$ cat src/core/prc_map.svh
// Purpose: Constants for the receive PTP message classifier
// Assumes: Byte offsets count from the first byte of the frame or message
// Notes: Included by the core module only; the package does not include it
`ifndef PRC_MAP_SVH
`define PRC_MAP_SVH

`define PRC_ETYPE_OFS 16'h000C
`define PRC_VLAN_TPID 16'h8100
`define PRC_IPV4_ETYPE 16'h0800
`define PRC_IPV6_ETYPE 16'h86DD
`define PRC_UDP_PROTO 8'h11
`define PRC_UDP_EVENT_PORT 16'h013F
`define PRC_UDP_GENERAL_PORT 16'h0140
`define PRC_V6_HDR_LEN 16'h0028
`define PRC_UDP_HDR_LEN 16'h0008
`define PRC_MSG_ID_OFS 16'h0000
`define PRC_MSG_VER_OFS 16'h0001
`define PRC_SRC_PORT_OFS 16'h001C
`define PRC_SEQ_OFS 16'h001E
`define PRC_CTRL_OFS 16'h0020
`define PRC_V2_VERSION 4'h2
`define PRC_V2_PDELAY_REQ 4'h2
`define PRC_V2_PDELAY_RESP 4'h3
`define PRC_L2_CLASS 4'hE

`endif

$ cat src/core/prc_pkg.sv
// Purpose: Types for the receive PTP message classifier
// Assumes: Constants come from prc_map.svh
// Notes: One-hot parser states
package prc_pkg;

    typedef enum logic [5:0] {
        PRC_IDLE = 6'h01,
        PRC_HDR = 6'h02,
        PRC_MSG = 6'h04,
        PRC_SKIP = 6'h08,
        PRC_END = 6'h10,
        PRC_LOCK = 6'h20
    } prc_state_t;

    typedef struct packed {
        prc_state_t state;
        logic [15:0] pos;
        logic [15:0] etype;
        logic [15:0] l3_base;
        logic [15:0] msg_base;
        logic is_v6;
        logic is_l2;
        logic is_udp_ip;
        logic [7:0] ip_proto;
        logic [15:0] dport;
        logic is_v2;
        logic [7:0] byte0;
        logic [7:0] ctrl;
        logic got_ctrl;
        logic [15:0] src_port;
        logic [15:0] seq;
        logic got_seq;
        logic [63:0] ts_hold;
        logic locked;
        logic [63:0] cap_time;
        logic [15:0] cap_src_port;
        logic [15:0] seq_number;
        logic capture_done_flag;
        logic [3:0] rx_frame_class_field;
        logic desc_valid;
    } prc_regs_t;

endpackage : prc_pkg

$ cat src/core/prc_classifier.sv
// Purpose: Parse received frames, classify PTP messages and latch a timestamp
// Assumes: One byte per cycle with start and last marks, synchronous to clk
// Notes: Timestamp regs stay locked until sw_ack; descriptor bits pulse at frame end
// What this block does
// - Version 1 messages accepted only as UDP over IPv4, never layer 2.
// - Version 2 accepted over layer 2 Ethertype, or UDP over IPv4 or IPv6.
// - Layer 2 path: Ethernet header, optional VLAN tag skipped, PTP Ethertype, message.
// - After recognising PTP by Ethertype or port, determine version before decoding.
// - Version 1 compares control byte at offset 32 with configured value.
// - Version 2 compares message identifier at offset 0 with configured value.
// - Version 1 codes 0 to 4 defined; 5 to 255 reserved, never match.
// - Version 2 codes 0-3 event, 8-D general; 4-7 and E-F unused.
// - In version 2 mode always timestamp peer-delay request and response.
// - Source port at offsets 28-29, sequence at 30-31, both versions.
// - On match latch time, source port, sequence; flag timestamp taken.
// - Latched values stay locked until software access; later matches ignored.
// - UDP PTP recognised by destination port 319 or 320.
// - Layer 2 PTP frames get frame class 0xE even without timestamp.
`include "prc_map.svh"
`timescale 1ns/100ps

module prc_classifier
    import prc_pkg::*;
(
    input wire logic clk,
    input wire logic nrst,
    input wire logic rx_valid,
    input wire logic rx_sof,
    input wire logic rx_eof,
    input wire logic [7:0] rx_data,
    input wire logic [63:0] sys_time,
    input wire logic [15:0] cfg_ptp_etype,
    input wire logic cfg_v2_mode,
    input wire logic [7:0] cfg_msg_type,
    input wire logic sw_ack,
    output logic ts_locked,
    output logic [63:0] cap_time,
    output logic [15:0] cap_src_port,
    output logic [15:0] seq_number,
    output logic desc_valid,
    output logic capture_done_flag,
    output logic [3:0] rx_frame_class_field
);

    prc_regs_t r;
    prc_regs_t n;
    logic [15:0] rel;
    logic is_ptp;
    logic v1_ok;
    logic v2_ok;
    logic type_hit;
    logic pdelay;

    // Combinational next-state of the whole parser
    always_comb begin
        n = r;
        n.desc_valid = 1'b0;
        n.capture_done_flag = 1'b0;
        n.rx_frame_class_field = 4'h0;
        rel = r.pos - r.msg_base;
        is_ptp = 1'b0;
        v1_ok = 1'b0;
        v2_ok = 1'b0;
        type_hit = 1'b0;
        pdelay = 1'b0;
        if (sw_ack) begin
            n.locked = 1'b0;
        end
        if (rx_valid) begin
            if (rx_sof) begin
                // Restart on every start mark so a truncated frame cannot leak state
                n.state = PRC_HDR;
                n.pos = 16'h0001;
                n.etype = 16'h0000;
                n.l3_base = 16'h000E;
                n.msg_base = 16'hFFFF;
                n.is_v6 = 1'b0;
                n.is_l2 = 1'b0;
                n.is_udp_ip = 1'b0;
                n.ip_proto = 8'h00;
                n.dport = 16'h0000;
                n.is_v2 = 1'b0;
                n.got_ctrl = 1'b0;
                n.got_seq = 1'b0;
                // Time of the first byte is the capture point
                n.ts_hold = sys_time;
            end else if (r.state != PRC_IDLE) begin
                n.pos = r.pos + 16'h0001;
                if (r.pos == r.l3_base - 16'h0002) begin
                    n.etype[15:8] = rx_data;
                end
                if (r.pos == r.l3_base - 16'h0001) begin
                    n.etype[7:0] = rx_data;
                    if ({r.etype[15:8], rx_data} == `PRC_VLAN_TPID) begin
                        n.l3_base = r.l3_base + 16'h0004;
                    end else if ({r.etype[15:8], rx_data} == cfg_ptp_etype) begin
                        n.is_l2 = 1'b1;
                        n.msg_base = r.pos + 16'h0001;
                    end else if ({r.etype[15:8], rx_data} == `PRC_IPV6_ETYPE) begin
                        n.is_v6 = 1'b1;
                    end else if ({r.etype[15:8], rx_data} != `PRC_IPV4_ETYPE) begin
                        n.state = PRC_SKIP;
                    end
                end
                // IP header: protocol and header length find the UDP header
                if (r.etype == `PRC_IPV4_ETYPE && !r.is_v6) begin
                    if (r.pos == r.l3_base) begin
                        n.msg_base = r.l3_base + {10'h000, rx_data[3:0], 2'h0} + `PRC_UDP_HDR_LEN;
                    end
                    if (r.pos == r.l3_base + 16'h0009) begin
                        n.ip_proto = rx_data;
                    end
                end
                if (r.is_v6) begin
                    if (r.pos == r.l3_base) begin
                        n.msg_base = r.l3_base + `PRC_V6_HDR_LEN + `PRC_UDP_HDR_LEN;
                    end
                    if (r.pos == r.l3_base + 16'h0006) begin
                        n.ip_proto = rx_data;
                    end
                end
                if (!r.is_l2 && r.pos == r.msg_base - 16'h0006) begin
                    n.dport[15:8] = rx_data;
                end
                if (!r.is_l2 && r.pos == r.msg_base - 16'h0005) begin
                    n.dport[7:0] = rx_data;
                    n.is_udp_ip = (r.ip_proto == `PRC_UDP_PROTO)
                        && ({r.dport[15:8], rx_data} == `PRC_UDP_EVENT_PORT
                        || {r.dport[15:8], rx_data} == `PRC_UDP_GENERAL_PORT);
                end
                // Message fields, by offset from message start
                if (r.pos >= r.msg_base) begin
                    if (rel == `PRC_MSG_ID_OFS) begin
                        n.byte0 = rx_data;
                    end
                    if (rel == `PRC_MSG_VER_OFS) begin
                        n.is_v2 = (rx_data[3:0] == `PRC_V2_VERSION);
                    end
                    if (rel == `PRC_SRC_PORT_OFS) begin
                        n.src_port[15:8] = rx_data;
                    end
                    if (rel == `PRC_SRC_PORT_OFS + 16'h0001) begin
                        n.src_port[7:0] = rx_data;
                    end
                    if (rel == `PRC_SEQ_OFS) begin
                        n.seq[15:8] = rx_data;
                    end
                    if (rel == `PRC_SEQ_OFS + 16'h0001) begin
                        n.seq[7:0] = rx_data;
                        n.got_seq = 1'b1;
                    end
                    if (rel == `PRC_CTRL_OFS) begin
                        n.ctrl = rx_data;
                        n.got_ctrl = 1'b1;
                    end
                end
            end
            // Frame end: classify and decide on capture
            if (rx_eof && (r.state != PRC_IDLE || rx_sof)) begin
                n.state = PRC_IDLE;
                n.desc_valid = 1'b1;
                is_ptp = n.is_l2 || n.is_udp_ip;
                // version 1 only over UDP IPv4
                v1_ok = !n.is_v2 && n.is_udp_ip && !n.is_v6 && n.got_ctrl;
                // version 2 over L2 or UDP
                v2_ok = n.is_v2 && n.got_seq;
                // reserved codes never equal a defined type
                if (v1_ok) begin
                    type_hit = (n.ctrl == cfg_msg_type) && (n.ctrl <= 8'h04);
                end
                if (v2_ok) begin
                    type_hit = (n.byte0[3:0] == cfg_msg_type[3:0])
                        && (n.byte0[3:0] <= 4'h3 || (n.byte0[3:0] >= 4'h8 && n.byte0[3:0] <= 4'hD));
                    pdelay = cfg_v2_mode
                        && (n.byte0[3:0] == `PRC_V2_PDELAY_REQ || n.byte0[3:0] == `PRC_V2_PDELAY_RESP);
                end
                if (n.is_l2) begin
                    n.rx_frame_class_field = `PRC_L2_CLASS;
                end
                if (is_ptp && (v1_ok || v2_ok) && (type_hit || pdelay) && !r.locked) begin
                    n.cap_time = r.ts_hold;
                    n.cap_src_port = n.src_port;
                    n.seq_number = n.seq;
                    n.capture_done_flag = 1'b1;
                    n.locked = 1'b1;
                end
            end
        end
    end

    // Single register stage for all state
    always_ff @(posedge clk or negedge nrst) begin
        if (!nrst) begin
            r <= '0;
            r.state <= PRC_IDLE;
            r.msg_base <= 16'hFFFF;
        end else begin
            r <= n;
        end
    end

    // Outputs straight from flops
    assign ts_locked = r.locked;
    assign cap_time = r.cap_time;
    assign cap_src_port = r.cap_src_port;
    assign seq_number = r.seq_number;
    assign desc_valid = r.desc_valid;
    assign capture_done_flag = r.capture_done_flag;
    assign rx_frame_class_field = r.rx_frame_class_field;

endmodule : prc_classifier

$ cat config.mk
export PLATFORM = sky130hd
export DESIGN_NAME = prc_classifier
export DESIGN_NICKNAME = d
export VERILOG_FILES = /design/src/core/prc_pkg.sv /design/src/core/prc_classifier.sv
export VERILOG_INCLUDE_DIRS = /design/src /design/src/core
export SDC_FILE = /design/constraint.sdc
export NUM_CORES = 1
export LEC_CHECK = 0
export BUFFER_PORTS_ARGS = -buffer_cell sky130_fd_sc_hd__clkbuf_2
export CAP_MARGIN = 20
export CORE_ASPECT_RATIO = 0.6
export CORE_MARGIN = 2
export CORE_UTILIZATION = 60
export DETAILED_ROUTE_END_ITERATION = 12
export HOLD_SLACK_MARGIN = 0.12
export PLACE_DENSITY_LB_ADDON = 0.2
export SLEW_MARGIN = 20
export SYNTH_ARGS = -nofsm -noshare
export SYNTH_HDL_FRONTEND = slang
export SYNTH_SLANG_ARGS = --single-unit
$ cat constraint.sdc
create_clock -name clk -period 6.4 [get_ports clk]
set_clock_uncertainty 0.1 [all_clocks]
set_input_delay 0.64 -clock clk [delete_from_list [all_inputs] [get_ports clk]]
set_output_delay 0.64 -clock clk [all_outputs]
set_load 0.02 [all_outputs]
==> metrics.md, run 1 <==
| Metric | Value |
|---|---|
| Cell Rows | 48 |
| Fraction of registers with async set/reset | 1.00 |
| GPL Wtd Cong | 1.00 |
| Synth Warn # | 0 |
| Area Overhead vs Synth | 8.72% |
| Worst hold path type | input pin to flop |
| Hold Buf Count CTS | 1 |
| DIE WIDTH | 225 µm |
| GRT overflow | 0 |
| Resized cells post-CTS | 0 |
| Critical path capture point type | flop |
| Slew Limit Fails | 0 |
| Initial antenna violation count | 2 |
| Leak Pwr | roughly 9.6 nW |
| Count of final setup violators | 0 |
| Tcrit/Tclk final | 0.896 |
| Hold slack | roughly 170 ps |
| Later-pin clock latency in the skew report | around 570 ps |
| Sinks on the clock net | between 200 and 300 |
| Hold Vio Cnt, Final | 0 |
| Worst-path fanout max | just over 40 |
| Critical Path AT | slightly above 6000 ps |
| GRT Util Overall | 0.322 |
| H-tree lvl count | 1 |
| Slowest cell on the critical path | dfstp_2 |
| # fillers | about 2300 |
| M1 WL | between 20 and 25 mm |
| Vias per inst | 6.12 |
| DP Wirelength | about 36 mm |
| Die area | around 31000 µm² |
| Ys flop type | dfrtp_1 |
| CTS tree | built |
| Power Density | between 200 and 250 nW/µm² |
| Vias | ~14000 |
| Setup TNS | 0 ps |
| Vias in the first global route | 13500 |
| Delay of the slowest cell on the worst path | around 610 ps |
| Register area share after synthesis | 0.423 |
| DR WL/cell | around 21 µm |
| Status | finished, final reports clean |
| Clock root buffer | clkbuf_16 |
| Post-CTS Setup Bufs | 0 |
| Commonest non-fill, non-tap cells in the layout | 321 x nand2_1, 279 x dfrtp_1, 203 x clkbuf_2, 157 x mux2_2, 104 x nor2_1 |
| Initial Util | 0.611 |
| Post-Synthesis Cells | about 1900 |
| Core area | 28800 µm² |
| Slew headroom | 0.319 |
| Maximum number of pins on one net before global-route repair | ~120 |
| I/O pin total | 206 |
| Syn avg cell area | ~9.4 µm² |
| Drt total wl | 49.6 mm |
| Fmax | around 0.17 GHz |
| Clock buffer depth | 3 |
| Most common cell after layout, fill and taps aside | nand2_1 |
| CP cell instances | inv_1 -> ha_1 -> nor2b_1 -> o2111ai_1 -> nand2_1 -> a2111oi_0 -> a311oi_1 -> or4_4 -> nor4_4 -> mux4_2 -> o21ai_1 -> o31ai_2 -> o211ai_4 -> buf_4 -> mux2_2 |
| Post-synth EDFFs | 0 |
| Pre-Repair DR Iteration Count | 5 |
| DRC Markers | 0 |
| VDD IR max | 0.219 mV |
| Distinct cells, synth | 85 |
| Share of cells above drive strength 1 | 0.253 |
| Syn nets | roughly 2000 |
| Number of routed nets with antenna violations | 0 |
| Placed Area | roughly 18000 µm² |
| Max Cap Viol | 0 |
| Global-route wire length before repair | about 77 mm |
| Tot Pwr | approximately 4.5 mW |
| #FFs+latches synth | ~300 |
| CP startpoint kind | flop |
| Clk slew on worst S/H paths | approximately 70 ps |
| Num CTS Buffers | 28 |
| Worst Tran Pin Value | 1020 ps |
| Met2 wire length | 20.5 mm |
| Metal3 WL | between 5 and 6 mm |
| Final core utilization | 0.664 |
| Critical path data required time | 6740 ps |
| Cell area after layout | 19100 µm² |
| DR iter-0 viols | roughly 1700 |
| Synth Cell Area | roughly 18000 µm² |
| Final net count | approximately 2000 |
| Top layer reached by signal wires | met5 |
| Min Tclk post-route | roughly 5700 ps |
| Critical Setup Path Class | flop to flop |
| Die Height | ~140 µm |
| RSZ-0062 raised after global routing | false |
| Port bufs | 204 |
## kinds of logic after synthesis
logic type	share of synthesized area
adder cells (fa/ha/maj)	0.0293
multiplexers	0.128
AO/OA/AOI/OAI	0.113
flip-flops	0.423
other	0.000214
AND/OR/NAND/NOR	0.169
XOR/XNOR	0.0593
buffers and inverters	0.0786
## state kept, by name, indices dropped and copies added (netlist names)
signal	count
r	196
capture_done_flag	1
rx_frame_class_field	1
cap_src_port	16
seq_number	16
desc_valid	1
cap_time	64
ts_locked	1
## per-layer routing
layer	vias to the layer above	GRT usage
met4	2	0.0677
met1	6941	0.504
met3	72	0.0779
met2	696	0.448
li1	6467	-
met5	-	0
## layout make-up
class / count / area [µm²] / share of cell area
Antenna cell: 1 / 2.50 / 0.000131
Clock inverter: 13 / 128 / 0.00668
Tap cell: 375 / 469 / 0.0246
Sequential cell: 296 / 7430 / 0.389
Inverter: 51 / 191 / 0.0100
Clock buffer: 38 / 830 / 0.0434
Timing Repair Buffer: 230 / 1250 / 0.0657
Multi-Input combinational cell: 1311 / 8790 / 0.460
## path summary, 6_finish.rpt
| kind | depth (start not counted) | slack, ps | endpoint | from |
|---|---|---|---|---|
| max reg2reg | 15 | 670 | cap_time[6] | r[246] |
| min | 3 | 170 | r[135] | sys_time[32] |
| max | 15 | 670 | cap_time[6] | r[246] |
| min reg2reg | 2 | 370 | r[108] | r[108] |
| min in group asynchronous | 2 | 590 | cap_time[61] | nrst |
| max in group asynchronous | 3 | 4190 | r[291] | nrst |
## cells in the mapped netlist (13+ instances only)
cell / n / area, µm²
nor3_1: 29 / 145
nor2_1: 104 / 390
and3_1: 16 / 100
inv_1: 49 / 184
nand2_1: 322 / 1210
mux2_2: 157 / 1770
nor4_1: 19 / 119
dfrtp_1: 279 / 6980
o21ai_0: 98 / 490
buf_4: 100 / 751
xnor2_1: 67 / 587
clkbuf_1: 82 / 308
mux2_4: 18 / 270
and2_1: 13 / 81.3
mux2i_1: 18 / 180
dfstp_2: 17 / 447
a21oi_1: 68 / 340
nand4_1: 27 / 169
xor2_1: 52 / 455
o22ai_1: 20 / 125
ha_1: 38 / 475
o211ai_1: 14 / 105
or3_1: 15 / 93.8
nand3_1: 30 / 150
nor2b_1: 13 / 81.3
## per-stage QoR
step	worst slack [ps]	instances
after global routing	302	2315
final	667	2315
after CTS	710	2314
after detailed placement	731	2262
after floorplan	1210	1865
after global placement	959	2262
## report_power, final
group / internal (mW) / switching (mW) / leakage (nW)
logic: 0.242 / 0.422 / 5.14
clock network: 0.989 / 0.749 / 0.474
registers: 1.97 / 0.0790 / 3.93
total: 3.20 / 1.25 / 9.55
## worst max-delay path, delay by kind of cell (launching register included)
family,cells,cell delay [ps]
adders and majority gates,1,320
muxes,2,970
and+or+nand+nor,4,1490
AOI/OAI and AO/OA,6,1420
buffers and inverters,2,680
DFF,1,610
Note: power is estimated with default switching activity, not from simulation.
==> run 2: changes to the inputs <==
--- a/config.mk
+++ b/config.mk
@@ -8,9 +8,11 @@
 export LEC_CHECK = 0
 export BUFFER_PORTS_ARGS = -buffer_cell sky130_fd_sc_hd__clkbuf_2
 export CAP_MARGIN = 20
+export CELL_PAD_IN_SITES_DETAIL_PLACEMENT = 1
+export CELL_PAD_IN_SITES_GLOBAL_PLACEMENT = 1
 export CORE_ASPECT_RATIO = 0.6
 export CORE_MARGIN = 2
-export CORE_UTILIZATION = 60
+export CORE_UTILIZATION = 46
 export DETAILED_ROUTE_END_ITERATION = 12
 export HOLD_SLACK_MARGIN = 0.12
 export PLACE_DENSITY_LB_ADDON = 0.2
==> run 2 against run 1 <==
Critical path depth unchanged; via count grew 1.7%; flip-flop and latch count stayed put; critical path type unchanged; critical endpoint is now cap_time[3]; die area up 30%; total power up 4.4%; combinational power rose by 6.0%; final area is 1.8% higher; count of clock-buffer cells in the layout is 7 higher.
==> metrics.md, run 2 (synthesis gave the netlist of run 1 again) <==
| Metric | Value |
|---|---|
| Critical path capture point type | flop |
| DP Wirelength | 42.9 mm (+19%) |
| Top layer reached by signal wires | met4 |
| Reg2reg start | r[246] |
| Worst reg-to-reg path cell count | 15 (unchanged) |
| Die area | 39800 µm² (+30%) |
| Vias | 14400 (+1.7%) |
| Logic pwr share | 0.151 (+0.002) |
| Port bufs | 204 (unchanged) |
| Maximum number of pins on one net before global-route repair | 163 (+31%) |
| GRT overflow | 0 (unchanged) |
| Critical Setup Path Class | flop to flop |
| Vias per inst | 5.84 (-4.7%) |
| VDD IR max | 0.221 mV (+0.87%) |
| DR iter-0 viols | 1438 (-14%) |
| Drt total wl | 58.9 mm (+19%) |
| Status | finished, final reports clean |
| Fin cells | 2469 (+6.7%) |
| CP Capture Point | cap_time[3] |
| Setup TNS | 0 ps (unchanged) |
| Most common cell after layout, fill and taps aside | nand2_1 |
| Clock network power share | 0.403 (+0.013) |
| GPL Wtd Cong | 0.999 (-0.31%) |
| Max reg flops | 196 (unchanged) |
| Placed Area | 18400 µm² (+1.5%) |
| Core area | 37600 µm² (+31%) |
| CP startpoint | r[246] |
| Count of final setup violators | 0 (unchanged) |
| Die Height | 155 µm (+14%) |
| Cell area after layout | 19400 µm² (+1.8%) |
| Placed Cells | 2412 (+6.6%) |
| Sequential Power Share | 0.445 (-0.016) |
| Met2 wire length | 25.0 mm (+22%) |
| Vias in the first global route | 15000 (+11%) |
| I/O pin total | 206 (unchanged) |
| Share of cells above drive strength 1 | 0.257 (+0.00355) |
| GRT Util Overall | 0.296 (-0.0255) |
| DRC Markers | 0 (unchanged) |
| Pre-Repair DR Iteration Count | 5 (unchanged) |
| Commonest non-fill, non-tap cells in the layout | 321 x nand2_1, 279 x dfrtp_1, 203 x clkbuf_2, 157 x mux2_2, 104 x nor2_1 |
| Leak Pwr | 9.65 nW (+1.0%) |
| Area Overhead vs Synth | 10.7% |
| RSZ-0062 raised after global routing | false |
| Power Internal | 3.32 mW (+3.6%) |
| Num CTS Buffers | 30 (+7.1%) |
| Initial antenna violation count | 1 (-1) |
| Number of routed nets with antenna violations | 0 (unchanged) |
| Metal3 WL | 4.76 mm (-8.2%) |
| CP startpoint kind | flop |
| Final net count | 2075 (+0.68%) |
| Later-pin clock latency in the skew report | 570 ps (about the same) |
| M1 WL | 28.0 mm (+22%) |
| Power Density | 239 nW/µm² (+2.6%) |
| Critical Path AT | 6060 ps (about the same) |
| Clk slew on worst S/H paths | 70 ps (about the same) |
| DR WL/cell | 23.9 µm (+11%) |
| Sinks on the clock net | 296 (unchanged) |
| Clock buffer depth | 3 (unchanged) |
| Tot Pwr | 4.65 mW (+4.4%) |
| Sw power | 1.33 mW (+6.5%) |
| Worst reg2reg setup slack | 680 ps (about the same) |
| Worst hold path type | input pin to flop |
| Initial Util | 0.467 (-0.144) |
| H-tree lvl count | 1 (unchanged) |
| Post-CTS Setup Bufs | 0 (unchanged) |
| Switching share of power | 0.286 (+0.00550) |
| Clock root buffer | clkbuf_16 |
| Max Cap Viol | 0 (unchanged) |
| Hold Vio Cnt, Final | 0 (unchanged) |
| Critical path data required time | 6740 ps (about the same) |
| Cell Rows | 55 (+15%) |
| Tcrit/Tclk final | 0.894 (-0.00203) |
| Slew Limit Fails | 0 (unchanged) |
| CTS tree | built |
| Slew headroom | 0.265 (-0.0533) |
| Global-route wire length before repair | 91.2 mm (+18%) |
| Worst Tran Pin Value | 1100 ps (+79.6 ps) |
| Fmax | 0.175 GHz (+0.23%) |
| Worst-path fanout max | 34 (-17%) |
| Top reg by flops | r |
| Min Tclk post-route | 5720 ps (-13.0 ps) |
| DIE WIDTH | 256 µm (+14%) |
| Worst R2R End | cap_time[3] |
==> run 2: changes by cell type in the layout (fill, tap and decap cells not counted), sizes merged <==
cell,previous run,this run
clkbuf,241,248
clkinvlp,2,3
bufinv,2,3
clkinv,11,5
inv,49,50
buf,26,38
==> run 2: power groups by stage <==
stage	Combinational [mW]	Sequential, mW	Clock (mW)
after floorplan	0.416	2.06	0
after global placement	0.655	2.09	0
after detailed placement	0.682	2.10	0
after CTS	0.693	2.07	1.91
after global routing	0.767	2.08	1.98
final	0.704	2.07	1.88
==> run 2: how the worst min path moves through the flow <==
stage | from | to | slack [ps] | depth (start not counted)
floorplan | nrst | cap_src_port[0] | 240 | 0
global placement | r[114] | r[114] | 350 | 2
detailed placement | r[113] | r[113] | 360 | 2
CTS | sw_ack | ts_locked | 130 | 2
global route | sys_time[29] | r[132] | 160 | 3
finish | sw_ack | ts_locked | 150 | 2
==> run 2: timing repair <==
item	4_1_cts	5_1_grt
gates resized for setup	0	0
hold buffers	1	0
endpoints found under the hold margin	74	0
==> run 2: stage by stage <==
stage / utilization / setup WS [ps] / hold slack (ps)
after CTS: 0.516 / 775 / 129
after global placement: 0.488 / 938 / 353
final: 0.516 / 680 / 155
after detailed placement: 0.488 / 817 / 359
after global routing: 0.516 / 317 / 161
after floorplan: - / 1210 / 244
==> run 2: worst max-delay path, cell delays in order, from the launching register on <==
cell	delay, ps
dfstp_2	620
inv_1	120
ha_1	330
nor2b_1	150
o2111ai_1	440
nand2_1	280
a2111oi_0	410
a311oi_1	110
or4_4	550
nor4_4	540
mux4_2	560
o21ai_1	110
o31ai_2	110
o211ai_4	230
buf_4	510
mux2_2	410
==> run 2: layer usage <==
layer  up-vias  global-route usage
li1       6499                   -
met1      7335               0.444
met2       512               0.433
met3        69              0.0722
met4         0              0.0613
met5         -                   0
==> run 2: cell type report <==
cell class                      count  area (µm²)
Inverter                           51         191
Clock inverter                     10         140
Timing Repair Buffer              242        1340
Fill cell                        4301       18200
Antenna cell                        1        2.50
Multi-Input combinational cell   1311        8780
Sequential cell                   296        7430
Tap cell                          513         642
Clock buffer                       45         908
==> run 3: changes to the inputs <==
--- a/config.mk
+++ b/config.mk
@@ -16,6 +16,7 @@
 export DETAILED_ROUTE_END_ITERATION = 12
 export HOLD_SLACK_MARGIN = 0.12
 export PLACE_DENSITY_LB_ADDON = 0.2
+export RECOVER_POWER = 50
 export SLEW_MARGIN = 20
 export SYNTH_ARGS = -nofsm -noshare
 export SYNTH_HDL_FRONTEND = slang
==> constraint.sdc (replaced) <==
create_clock -name clk -period 6.4 [get_ports clk]
set_clock_uncertainty 0.1 [all_clocks]
set_input_delay 0.32 -clock clk [delete_from_list [all_inputs] [get_ports clk]]
set_output_delay 0.32 -clock clk [all_outputs]
set_load 0.02 [all_outputs]
==> run 3 against run 2 <==
The run now ends with max-capacitance violations, max-slew violations left; via count rose by 3.2%; clock power about the same; cell count grew 2.8%; die area did not move; routed wire length grew 3.5%.
==> metrics.md, run 3 (synthesis gave the netlist of run 1 again) <==
| Metric | Value |
|---|---|
| RSZ-0062 raised after global routing | false |
| Num CTS Buffers | 30 (unchanged) |
| Resized cells post-CTS | 0 (unchanged) |
| # fillers | 4313 (+0.28%) |
| Count of final setup violators | 0 (unchanged) |
| H-tree lvl count | 1 (unchanged) |
| DP Wirelength | 42.9 mm (unchanged) |
| Hold slack | 226 ps (+71.0 ps) |
| CP startpoint kind | flop |
| Critical path capture point type | flop |
| Max reg flops | 196 (unchanged) |
| Initial antenna violation count | 3 (+2) |
| Post-CTS Setup Bufs | 0 (unchanged) |
| Vias | 14900 (+3.2%) |
| Leak Pwr | 9.55 nW (-0.97%) |
| Drt total wl | 61.0 mm (+3.5%) |
| Worst Tran Pin Value | 4200 ps (+3100 ps) |
| Hold Vio Cnt, Final | 0 (unchanged) |
| Port bufs | 204 (unchanged) |
| I/O pin total | 206 (unchanged) |
| Slew headroom | -1.80 (-2.07) |
| Die area | 39800 µm² (unchanged) |
| Sinks on the clock net | 296 (unchanged) |
| Later-pin clock latency in the skew report | 580 ps (about the same) |
| Fmax | 0.176 GHz (+0.46%) |
| Worst Hold Depth | 3 (+1) |
| Tcrit/Tclk final | 0.890 (-0.00409) |
| Top reg by flops | r |
| Worst-path fanout max | 34 (unchanged) |
| Slowest cell on the critical path | dfstp_2 |
| Failing checks | max-capacitance violations, max-slew violations |
| Final net count | 2141 (+3.2%) |
| Clock buffer depth | 3 (unchanged) |
| Clk slew on worst S/H paths | 60 ps (about the same) |
| Worst reg2reg setup slack | 710 ps (+30 ps) |
| CTS tree | built |
| Maximum number of pins on one net before global-route repair | 163 (unchanged) |
| Slew Limit Fails | 234 (+234) |
| Global-route wire length before repair | 94.1 mm (+3.1%) |
| DIE WIDTH | 256 µm (unchanged) |
| Setup TNS | 0 ps (unchanged) |
| CP cell instances | inv_1 -> ha_1 -> nor2b_1 -> o2111ai_1 -> nand2_1 -> a2111oi_0 -> a311oi_1 -> or4_4 -> nor4_4 -> mux4_2 -> o21ai_1 -> o31ai_2 -> o211ai_4 -> buf_4 -> mux2_2 |
| Power Density | 235 nW/µm² (-1.7%) |
| Cell Rows | 55 (unchanged) |
| DR WL/cell | 24.0 µm (+0.73%) |
| Worst reg-to-reg path cell count | 15 (unchanged) |
| Share of cells above drive strength 1 | 0.196 (-0.0608) |
| Critical Path AT | 6030 ps (-30 ps) |
| Die Height | 155 µm (unchanged) |
| Critical path data required time | 6740 ps (about the same) |
| Vias per inst | 5.86 (+0.40%) |
| GRT overflow | 0 (unchanged) |
| Commonest non-fill, non-tap cells in the layout | 321 x nand2_1, 279 x dfrtp_1, 157 x mux2_2, 111 x clkbuf_1, 104 x nor2_1 |
| GPL Wtd Cong | 0.999 (unchanged) |
| Critical Setup Path Class | flop to flop |
| Most common cell after layout, fill and taps aside | nand2_1 |
| Area Overhead vs Synth | 13.6% |
| Max Cap Viol | 4 (+4) |
| Vias in the first global route | 15500 (+3.5%) |
| Worst Min Path Start | rx_data[7] |
| Tot Pwr | 4.69 mW (+0.88%) |
| Min Tclk post-route | 5690 ps (-26.2 ps) |
| Reg2reg start | r[246] |
| Status | finished with violations |
| Pre-Repair DR Iteration Count | 5 (unchanged) |
| DR iter-0 viols | 1304 (-9.3%) |
| Delay of the slowest cell on the worst path | 620 ps (about the same) |
| Critical path buffer and inverter count | 2 (unchanged) |
| Initial Util | 0.467 (unchanged) |
| Clock root buffer | clkbuf_16 |
| GRT Util Overall | 0.306 (+0.00993) |
| Number of routed nets with antenna violations | 0 (unchanged) |
| Hold Buf Count CTS | 67 (+66) |
| VDD IR max | 0.220 mV (-0.33%) |
| Hold-critical path endpoint | r[183] |
| Worst R2R End | cap_time[3] |
| Critical path's top delay family | simple AND/OR/NAND/NOR gates |
| Worst hold path type | input pin to flop |
| DRC Markers | 0 (unchanged) |
| Core area | 37600 µm² (unchanged) |
[run 3: stage by stage]
step	area (µm²)	setup WS (ps)	util	cells
floorplan	17600	1210	-	1865
global placement	18400	938	0.488	2412
detailed placement	18400	817	0.488	2412
CTS	20100	775	0.534	2534
global route	20000	302	0.530	2537
finish	20000	706	0.530	2537
[run 3: power breakdown]
group	switching (mW)	total, mW	internal [mW]
Combinational	0.466	0.740	0.274
Clock	0.779	1.88	1.10
Sequential	0.0997	2.07	1.97
Total	1.35	4.69	3.35
[run 3: per-layer routing]
layer  global-route usage  share of wire
met1                0.449           0.46
met2                0.458           0.43
met3               0.0720          0.083
met4               0.0716          0.022
met5                    0              0
[run 3: layout make-up]
type / instances / area, µm² / area share
sequential: 296 / 7430 / 0.372
tap: 513 / 642 / 0.0322
inverter: 51 / 191 / 0.00959
timing repair buffer: 308 / 1860 / 0.0930
antenna: 3 / 7.51 / 0.000376
clock buffer: 45 / 908 / 0.0455
clock inverter: 10 / 140 / 0.00702
multi-input combinational: 1311 / 8780 / 0.440
[run 3: how the worst max path moves through the flow]
stage | startpoint | end | slack (ps) | depth (start not counted)
floorplan | r[252] | cap_time[45] | 1210 | 18
global placement | r[246] | cap_time[44] | 940 | 15
detailed placement | r[252] | cap_time[3] | 820 | 15
CTS | r[252] | cap_time[3] | 780 | 15
global route | r[246] | cap_time[42] | 300 | 15
finish | r[246] | cap_time[3] | 710 | 15
[run 3: worst reg2reg max path, cell delays in order (launching register included)]
cell       delay, ps
dfstp_2          620
inv_1            130
ha_1             330
nor2b_1          150
o2111ai_1        430
nand2_1          270
a2111oi_0        410
a311oi_1         110
or4_4            550
nor4_4           540
mux4_2           560
o21ai_1          110
o31ai_2          110
o211ai_4         230
buf_4            510
mux2_2           420
